`config.mk`:
```
export PLATFORM = sky130hd
export DESIGN_NAME = ilsrc_top
export DESIGN_NICKNAME = d
export VERILOG_FILES = /design/src/hdl/ilsrc_pkg.sv /design/src/hdl/ilsrc_edc.sv /design/src/hdl/ilsrc_top.sv
export SDC_FILE = /design/constraint.sdc
export NUM_CORES = 1
export LEC_CHECK = 0
export ABC_AREA = 1
export BUFFER_PORTS_ARGS = -buffer_cell sky130_fd_sc_hd__buf_2
export CAP_MARGIN = 0
export CORE_MARGIN = 2
export CORE_UTILIZATION = 55
export DETAILED_ROUTE_END_ITERATION = 16
export HOLD_SLACK_MARGIN = 0.03
export PLACE_DENSITY = 0.83
export SLEW_MARGIN = 20
export SYNTH_ARGS = -nofsm -noshare
export SYNTH_HDL_FRONTEND = slang
export SYNTH_SLANG_ARGS = --single-unit
```
`constraint.sdc`:
```
create_clock -name i_clock -period 2.6 [get_ports i_clock]
set_input_delay 0.13 -clock i_clock [delete_from_list [all_inputs] [get_ports i_clock]]
set_output_delay 0.13 -clock i_clock [all_outputs]
set_load 0.05 [all_outputs]
```
`src/hdl/ilsrc_pkg.sv`:
```
/*
 * Constants for the init lock / supply error / soft reset control register.
 * Assumes a 10 MHz core clock and a serial front end that decodes commands.
 */
package ilsrc_pkg;
    // ==========================================================
    // register map
    localparam logic [7:0] LOCK_CTRL_ADDR = 8'h10;
    localparam logic [7:0] LOCK_CTRL_RST  = 8'h00;
    localparam int         LOCK_BIT       = 7;
    localparam int         SUP_DIS_BIT    = 3;
    localparam int         KEY_HI         = 1;
    localparam int         KEY_LO         = 0;
    localparam logic [1:0] KEY_ZERO       = 2'h0;
    localparam logic [7:0] KEY_MASK       = 8'h03;
    // key values as {bit1,bit0}
    localparam logic [1:0] KEY_FIRST      = 2'h0;
    localparam logic [1:0] KEY_SECOND     = 2'h3;
    localparam logic [1:0] KEY_THIRD      = 2'h2;

    // ==========================================================
    // supply monitor timing
    localparam int CLOCK_HZ     = 10_000_000;
    localparam int T_RCV_US     = 1000;
    localparam int RCV_CYCLES   = (T_RCV_US * (CLOCK_HZ / 1_000_000) < 1) ? 1 :
                                  T_RCV_US * (CLOCK_HZ / 1_000_000);
    localparam int TMR_W        = 16;
    localparam logic [TMR_W-1:0] TMR_ZERO = 16'h0000;
    localparam logic [TMR_W-1:0] TMR_ONE  = 16'h0001;

    // ==========================================================
    // error detection
    localparam int         EXT_BYTES  = 3;
    localparam int         IMG_BYTES  = EXT_BYTES + 1;
    localparam int         IDX_W      = 2;
    localparam logic [7:0] CRC_POLY   = 8'h07;
    localparam logic [7:0] CRC_SEED   = 8'hff;

    typedef enum logic [1:0] {
        KEY_IDLE  = 2'b00,
        KEY_STEP1 = 2'b01,
        KEY_STEP2 = 2'b11
    } ilsrc_key_t;
endpackage

```
`src/hdl/ilsrc_edc.sv`:
```
/*
 * Continuous error detection over the user writable register image.
 * Assumes the image is stable while enabled (writes are locked out then).
 */
`timescale 1ns/1ps
module ilsrc_edc (
    // clock and reset
    input  wire logic                            i_clock,
    input  wire logic                            i_nrst,
    // control and image
    input  wire logic                            i_enable,
    input  wire logic [ilsrc_pkg::IMG_BYTES*8-1:0] i_image,
    // result
    output logic                                 o_mismatch
);
    import ilsrc_pkg::*;

    function automatic logic [7:0] crc_byte(input logic [7:0] crc, input logic [7:0] data);
        logic [7:0] c;
        c = crc ^ data;
        for (int b = 0; b < 8; b++) begin
            c = c[7] ? ((c << 1) ^ CRC_POLY) : (c << 1);
        end
        return c;
    endfunction

    logic [IDX_W-1:0] idx_reg;
    logic [7:0]       crc_reg;
    logic [7:0]       ref_reg;
    logic             ref_ok_reg;
    logic             mism_reg;

    wire logic [7:0] cur_byte = i_image[idx_reg*8 +: 8];
    wire logic [7:0] crc_next = crc_byte(crc_reg, cur_byte);
    wire logic       last     = (idx_reg == IDX_W'(IMG_BYTES - 1));

    // ==========================================================
    // one byte per clock; first complete pass becomes the reference
    always_ff @(posedge i_clock or negedge i_nrst) begin
        if (!i_nrst) begin
            idx_reg    <= '0;
            crc_reg    <= CRC_SEED;
            ref_reg    <= CRC_SEED;
            ref_ok_reg <= 1'b0;
            mism_reg   <= 1'b0;
        end else if (!i_enable) begin
            idx_reg    <= '0;
            crc_reg    <= CRC_SEED;
            ref_ok_reg <= 1'b0;
            mism_reg   <= 1'b0;
        end else begin
            idx_reg    <= last ? '0 : idx_reg + 1'b1;
            crc_reg    <= last ? CRC_SEED : crc_next;
            mism_reg   <= last && ref_ok_reg && (crc_next != ref_reg);
            if (last && !ref_ok_reg) begin
                ref_reg    <= crc_next;
                ref_ok_reg <= 1'b1;
            end
        end
    end

    assign o_mismatch = mism_reg;
endmodule

```
`src/hdl/ilsrc_top.sv`:
```
/*
 * Lock and reset control register with supply error reporting control.
 * Assumes the serial front end gives one-cycle access strobes and tells
 * this block when a response went out and when the supply status is read.
 */
`timescale 1ns/1ps
module ilsrc_top #(
    parameter int RCV_CYCLES = ilsrc_pkg::RCV_CYCLES
) (
    // clock and reset
    input  wire logic                              i_clock,
    input  wire logic                              i_nrst,
    // register access from the serial front end
    input  wire logic                              i_acc_wr,
    input  wire logic                              i_acc_rd,
    input  wire logic [7:0]                        i_acc_addr,
    input  wire logic [7:0]                        i_acc_wdata,
    input  wire logic                              i_mode_i2c,
    output logic                                   o_rsp_valid,
    output logic [7:0]                             o_rsp_data,
    output logic                                   o_i2c_nack,
    // response stream control
    input  wire logic                              i_rsp_done,
    output logic                                   o_rsp_mute,
    output logic                                   o_err_code_once,
    // supply monitor
    input  wire logic                              i_supply_fault,
    input  wire logic                              i_sup_stat_rd,
    output logic                                   o_supply_err,
    // user register image and its error flag
    input  wire logic [ilsrc_pkg::EXT_BYTES*8-1:0] i_user_image,
    input  wire logic                              i_rw_err_clr,
    output logic                                   o_rw_err,
    // lock effects
    output logic                                   o_init_lock,
    output logic                                   o_write_inhibit,
    input  wire logic                              i_selftest_req,
    output logic                                   o_selftest_go,
    output logic                                   o_selftest_refused,
    output logic                                   o_soft_reset
);
    import ilsrc_pkg::*;

    localparam logic [TMR_W-1:0] RCV_LOAD = TMR_W'(RCV_CYCLES);

    logic [7:0]       ctrl_reg;
    ilsrc_key_t       key_reg;
    logic [TMR_W-1:0] tmr_reg;
    logic             sup_err_reg;
    logic             pend_reg;
    logic             rw_err_reg;
    logic             rsp_valid_reg;
    logic [7:0]       rsp_data_reg;
    logic             nack_reg;
    logic             mute_reg;
    logic             st_go_reg;
    logic             st_ref_reg;
    logic             srst_reg;
    logic             mism;

    // ==========================================================
    // access decode
    wire logic       hit       = (i_acc_addr == LOCK_CTRL_ADDR);
    wire logic       wr_hit    = i_acc_wr && hit;
    wire logic       rd_hit    = i_acc_rd && hit && !i_acc_wr;
    wire logic [1:0] wkey      = i_acc_wdata[KEY_HI:KEY_LO];
    wire logic       locked    = ctrl_reg[LOCK_BIT];
    wire logic       sup_dis   = ctrl_reg[SUP_DIS_BIT];
    wire logic       third_key = wr_hit && (key_reg == KEY_STEP2) && (wkey == KEY_THIRD);

    // while locked only the key field takes the written value
    wire logic [7:0] ctrl_wr   = locked ? ((ctrl_reg & ~KEY_MASK) | (i_acc_wdata & KEY_MASK))
                                        : i_acc_wdata;
    // once set the lock bit survives any write
    wire logic [7:0] ctrl_lock = ctrl_wr | (ctrl_reg & (8'h01 << LOCK_BIT));
    wire logic [7:0] ctrl_next = wr_hit ? ctrl_lock : ctrl_reg;

    // ==========================================================
    // reset key sequence
    ilsrc_key_t key_next;
    always_comb begin
        key_next = key_reg;
        if (rd_hit) begin
            key_next = KEY_IDLE;
        end else if (wr_hit) begin
            // a first-step key always restarts the sequence
            if (wkey == KEY_FIRST) begin
                key_next = KEY_STEP1;
            end else begin
                unique case (key_reg)
                    KEY_STEP1: key_next = (wkey == KEY_SECOND) ? KEY_STEP2 : KEY_IDLE;
                    KEY_STEP2: key_next = KEY_IDLE;
                    KEY_IDLE:  key_next = KEY_IDLE;
                    default:   key_next = KEY_IDLE;
                endcase
            end
        end
    end

    // ==========================================================
    // supply monitor timer and error reporting
    wire logic tmr_zero   = (tmr_reg == TMR_ZERO);
    wire logic [TMR_W-1:0] tmr_next = i_supply_fault ? RCV_LOAD :
                                      tmr_zero ? TMR_ZERO : tmr_reg - TMR_ONE;
    wire logic tmr_expire = (tmr_reg == TMR_ONE) && !i_supply_fault;
    wire logic tx_err     = pend_reg && i_rsp_done;
    wire logic spi_clr    = sup_dis ? 1'b1 : (i_sup_stat_rd || tx_err);
    wire logic sup_clr    = tmr_zero && (i_mode_i2c ? i_sup_stat_rd : spi_clr);
    // a new fault wins over a clear in the same cycle
    wire logic sup_next   = i_supply_fault || (sup_err_reg && !sup_clr);
    // spi with reporting enabled owes exactly one error-code response
    wire logic pend_set   = tmr_expire && sup_err_reg && !sup_dis && !i_mode_i2c;
    wire logic pend_next  = pend_set || (pend_reg && !i_rsp_done);

    // ==========================================================
    // error detection over the locked image, keys masked out
    wire logic [IMG_BYTES*8-1:0] image = {i_user_image, ctrl_reg & ~KEY_MASK};

    ilsrc_edc u_edc (
        .i_clock    (i_clock),
        .i_nrst     (i_nrst),
        .i_enable   (locked),
        .i_image    (image),
        .o_mismatch (mism)
    );

    wire logic rw_err_next = mism || (rw_err_reg && !i_rw_err_clr);

    // ==========================================================
    // responses: new register value on write except the third key, key field zero on read
    wire logic       rsp_now  = (wr_hit && !third_key) || rd_hit;
    wire logic [7:0] rsp_val  = rd_hit ? (ctrl_reg & ~KEY_MASK) : ctrl_lock;

    // ==========================================================
    // registers
    always_ff @(posedge i_clock or negedge i_nrst) begin
        if (!i_nrst) begin
            ctrl_reg    <= LOCK_CTRL_RST;
            key_reg     <= KEY_IDLE;
            tmr_reg     <= TMR_ZERO;
            sup_err_reg <= 1'b0;
            pend_reg    <= 1'b0;
            rw_err_reg  <= 1'b0;
        end else begin
            ctrl_reg    <= ctrl_next;
            key_reg     <= key_next;
            tmr_reg     <= tmr_next;
            sup_err_reg <= sup_next;
            pend_reg    <= pend_next;
            rw_err_reg  <= rw_err_next;
        end
    end

    always_ff @(posedge i_clock or negedge i_nrst) begin
        if (!i_nrst) begin
            rsp_valid_reg <= 1'b0;
            rsp_data_reg  <= LOCK_CTRL_RST;
            nack_reg      <= 1'b0;
            srst_reg      <= 1'b0;
            mute_reg      <= 1'b0;
            st_go_reg     <= 1'b0;
            st_ref_reg    <= 1'b0;
        end else begin
            rsp_valid_reg <= rsp_now;
            rsp_data_reg  <= rsp_now ? rsp_val : rsp_data_reg;
            nack_reg      <= third_key && i_mode_i2c;
            srst_reg      <= third_key;
            mute_reg      <= (tmr_next != TMR_ZERO);
            st_go_reg     <= i_selftest_req && !locked;
            st_ref_reg    <= i_selftest_req && locked;
        end
    end

    assign o_rsp_valid        = rsp_valid_reg;
    assign o_rsp_data         = rsp_data_reg;
    assign o_i2c_nack         = nack_reg;
    assign o_rsp_mute         = mute_reg;
    assign o_err_code_once    = pend_reg;
    assign o_supply_err       = sup_err_reg;
    assign o_rw_err           = rw_err_reg;
    assign o_init_lock        = ctrl_reg[LOCK_BIT];
    assign o_write_inhibit    = ctrl_reg[LOCK_BIT];
    assign o_selftest_go      = st_go_reg;
    assign o_selftest_refused = st_ref_reg;
    assign o_soft_reset       = srst_reg;
endmodule

```
==> run metrics <==
vias in the first global route=about 3600; initial antenna violation count=0; slowest CP cell=dfrtp_1; nature of the critical path endpoint=flop; RD Place Congestion=0.933; largest net degree at the start of global routing=34; DR iter-0 viols=~240; Critical Path AT=between 2000 and 2500 ps; crit-path max cell delay=680 ps; Final HPWL DP=roughly 7 mm; DP Area=between 4000 and 5000 um^2; hold_ws=around 45 ps; GRT overflow=0; Critical Path Sink=u_edc.o_mismatch$_DFF_PN0_; cell taking the most area after synthesis=dfrtp_1; final setup vio count=0; RSZ-0062 raised after global routing=false; Vias=about 3800; hold crit path type=primary input to flop; Root Driver=clkbuf_8; n_diodes=0; DRT Wirelength=9.11 mm; Starting Density=between 50 and 60%; Pwr Total=2.48 mW; crit path launch=u_edc.idx_reg[1]$_DFF_PN0_; Rel. slew slack=a little over half; Area Overhead vs Synth=17.2%; WP data required=about 2800 ps; Reg2Reg Depth=15; Mapped Cells=roughly 550; crit-path cells=inv_2 -> nand3_2 -> nand2_1 -> nand2_1 -> nand2_1 -> nand2_1 -> nand3_2 -> nand2_4 -> nand2_1 -> nand2_1 -> nand2_1 -> nor2_1 -> nand2_1 -> nor2_1 -> nor2_1; MaxCap Viol Count=0; Final Hold Fails=0; Netlist cell types=32; YS warnings=0; DRC errors left=0; Die H=87.4 um; worst r2r src=u_edc.idx_reg[1]$_DFF_PN0_; outcome=finished clean; post-CTS resize count=0; Synth Cell Area=between 3000 and 4000 um^2; Reg-to-Reg End=u_edc.o_mismatch$_DFF_PN0_; core box area=approximately 6800 um^2; drt pass-1 iters=6; filler cell count=about 570; CTS tree=built; gr usage total=between 20% and 30%; Pwr per Cell Area=between 500 and 600 nW/um^2; synth top area cells=dfrtp_1 (29%), nand2_1 (18%), dfstp_2 (11%); Yosys top cell area share=between 20 and 30%; Mean Syn Cell Area=~7.0 um^2; die area=7650 um^2; syn nets=599; first-pass GRT wire length=approximately 15 mm; Port Buffers=68; Clock Path Buffers=2; CTS Buf Count=9; Worst-Margin Slew=700 ps; minimum clock period=between 2000 and 2500 ps; Worst Skew=~8.6 ps; FP Rows=30; critical path class=flop to flop; layout cell share with drive strength beyond 1=between 20 and 25%; Nets=roughly 680; Final Max Tran Viols=0; max reg flops=16; Leakage Power=roughly 2.5 nW; # IOs=69; Worst VDD drop=0.000348 V; FF+latch count, synth=61; DR vias/cell=about 5.3; clock-pin slew on the worst setup and hold paths=about 70 ps; pre-CTS setup slack=between 400 and 500 ps; period utilization=between 80% and 90%; Achievable Freq=456 MHz; Routed Antenna Nets=0; worst skew pair latency=roughly 340 ps; die width=around 90 um; R2R Setup Slk=between 400 and 500 ps; Crit path top cell by count=nand2_1; Fin Setup TNS=0 ps; CP Launch Type=flop; H-tree depth=3; CTS Sinks=~60; DR WL/cell=12.8 um; sequential area share after synthesis=approximately two fifths; CP Max Fanout=11; fin area=around 4500 um^2; Final WS setup=around 410 ps
cells in the final DEF, fill, tap and decap left out, types with 2 or more instances in the layout:
master | Yosys | final
or2_2 | 5 | 5
buf_2 | 0 | 68
ha_1 | 4 | 4
nand3_1 | 56 | 56
nand3_2 | 12 | 12
nand2_1 | 180 | 180
dfstp_2 | 16 | 16
o21ai_1 | 2 | 2
clkinv_2 | 0 | 2
xnor2_1 | 2 | 2
xor2_1 | 6 | 6
nand4_1 | 7 | 7
nor2_1 | 45 | 45
nor3_1 | 5 | 5
nor3_2 | 2 | 2
nor4_1 | 3 | 3
dfrtp_1 | 45 | 45
inv_2 | 3 | 3
dlygate4sd3_1 | 0 | 5
buf_4 | 2 | 3
o22ai_1 | 6 | 6
nand3b_1 | 3 | 3
clkinvlp_4 | 0 | 2
inv_1 | 78 | 78
nand2_2 | 23 | 23
clkbuf_8 | 0 | 9
o21ai_0 | 15 | 15
a21oi_1 | 11 | 11
synth_stat cells, drive strengths merged:
cell / number
xor2: 6
clkbuf: 4
nand2: 204
a21oi: 11
nand4: 7
nand3: 68
xnor2: 2
nor4: 4
nor3: 7
or2: 5
nor2: 46
o22ai: 6
o21bai: 1
dfstp: 16
dfrtp: 45
nand3b: 4
inv: 82
buf: 5
o21ai: 17
ha: 4
clkinv: 1
routing by layer:
metal	share of wire [%]	global-route usage [%]	vias up
li1	-	-	1869
met1	41	30.0	1752
met2	50	44.3	138
met3	5.6	3.32	25
met4	3.3	13.1	0
met5	0	0	-
worst min path at each step:
stage | cells after the start | startpoint | end
6_report | 3 | i_acc_wdata[1] | o_rsp_data[1]$_DFFE_PN0P_
2_1_floorplan | 0 | i_nrst | ctrl_reg[2]$_DFFE_PN0P_
4_1_cts | 3 | i_acc_wdata[1] | o_rsp_data[1]$_DFFE_PN0P_
5_1_grt | 3 | i_acc_wdata[1] | o_rsp_data[1]$_DFFE_PN0P_
3_3_place_gp | 1 | i_nrst | u_edc.o_mismatch$_DFF_PN0_
3_5_place_dp | 1 | i_nrst | u_edc.o_mismatch$_DFF_PN0_
critical path, delay by kind of cell (launching register included):
family                 cells  cell delay (ps)
and+or+nand+nor           14             1190
DFF                        1              680
buffers and inverters      1              200
final cells by class:
cell class | instances | area, um^2 | area share (%)
Timing Repair Buffer | 77 | 433 | 9.64
Inverter | 83 | 314 | 6.99
Clock inverter | 6 | 63.8 | 1.42
Tap cell | 80 | 100 | 2.23
Multi-Input combinational cell | 392 | 1910 | 42.4
Clock buffer | 10 | 128 | 2.84
Sequential cell | 61 | 1550 | 34.4
kinds of logic (layout without fill, tap and decap cells):
| logic type | count (synthesis) | in the layout | share of synthesized area [%] |
|---|---|---|---|
| AND/OR/NAND/NOR | 345 | 345 | 41.8 |
| buffers and inverters | 92 | 176 | 9.87 |
| flip-flops | 61 | 61 | 40.4 |
| AO/OA/AOI/OAI | 35 | 35 | 4.84 |
| XOR/XNOR | 8 | 8 | 1.83 |
| adder cells (fa/ha/maj) | 4 | 4 | 1.31 |
what timing repair did:
action	CTS	global route
hold buffers	5	0
buffers inserted	0	0
hold endpoints to repair	26	0
metrics by stage:
stage	cells	util, %
after floorplan	545	-
final	709	66.5
after detailed placement	688	62.9
after global placement	688	62.9
after global routing	709	66.5
after CTS	709	66.5
where the power goes:
part           internal (mW)  switching [mW]  total, mW
Clock                  0.441           0.390      0.831
Sequential              1.07          0.0677       1.14
Combinational          0.197           0.314      0.511
Total                   1.71           0.772       2.48
No activity file was read; power rests on OpenSTA's default activity.
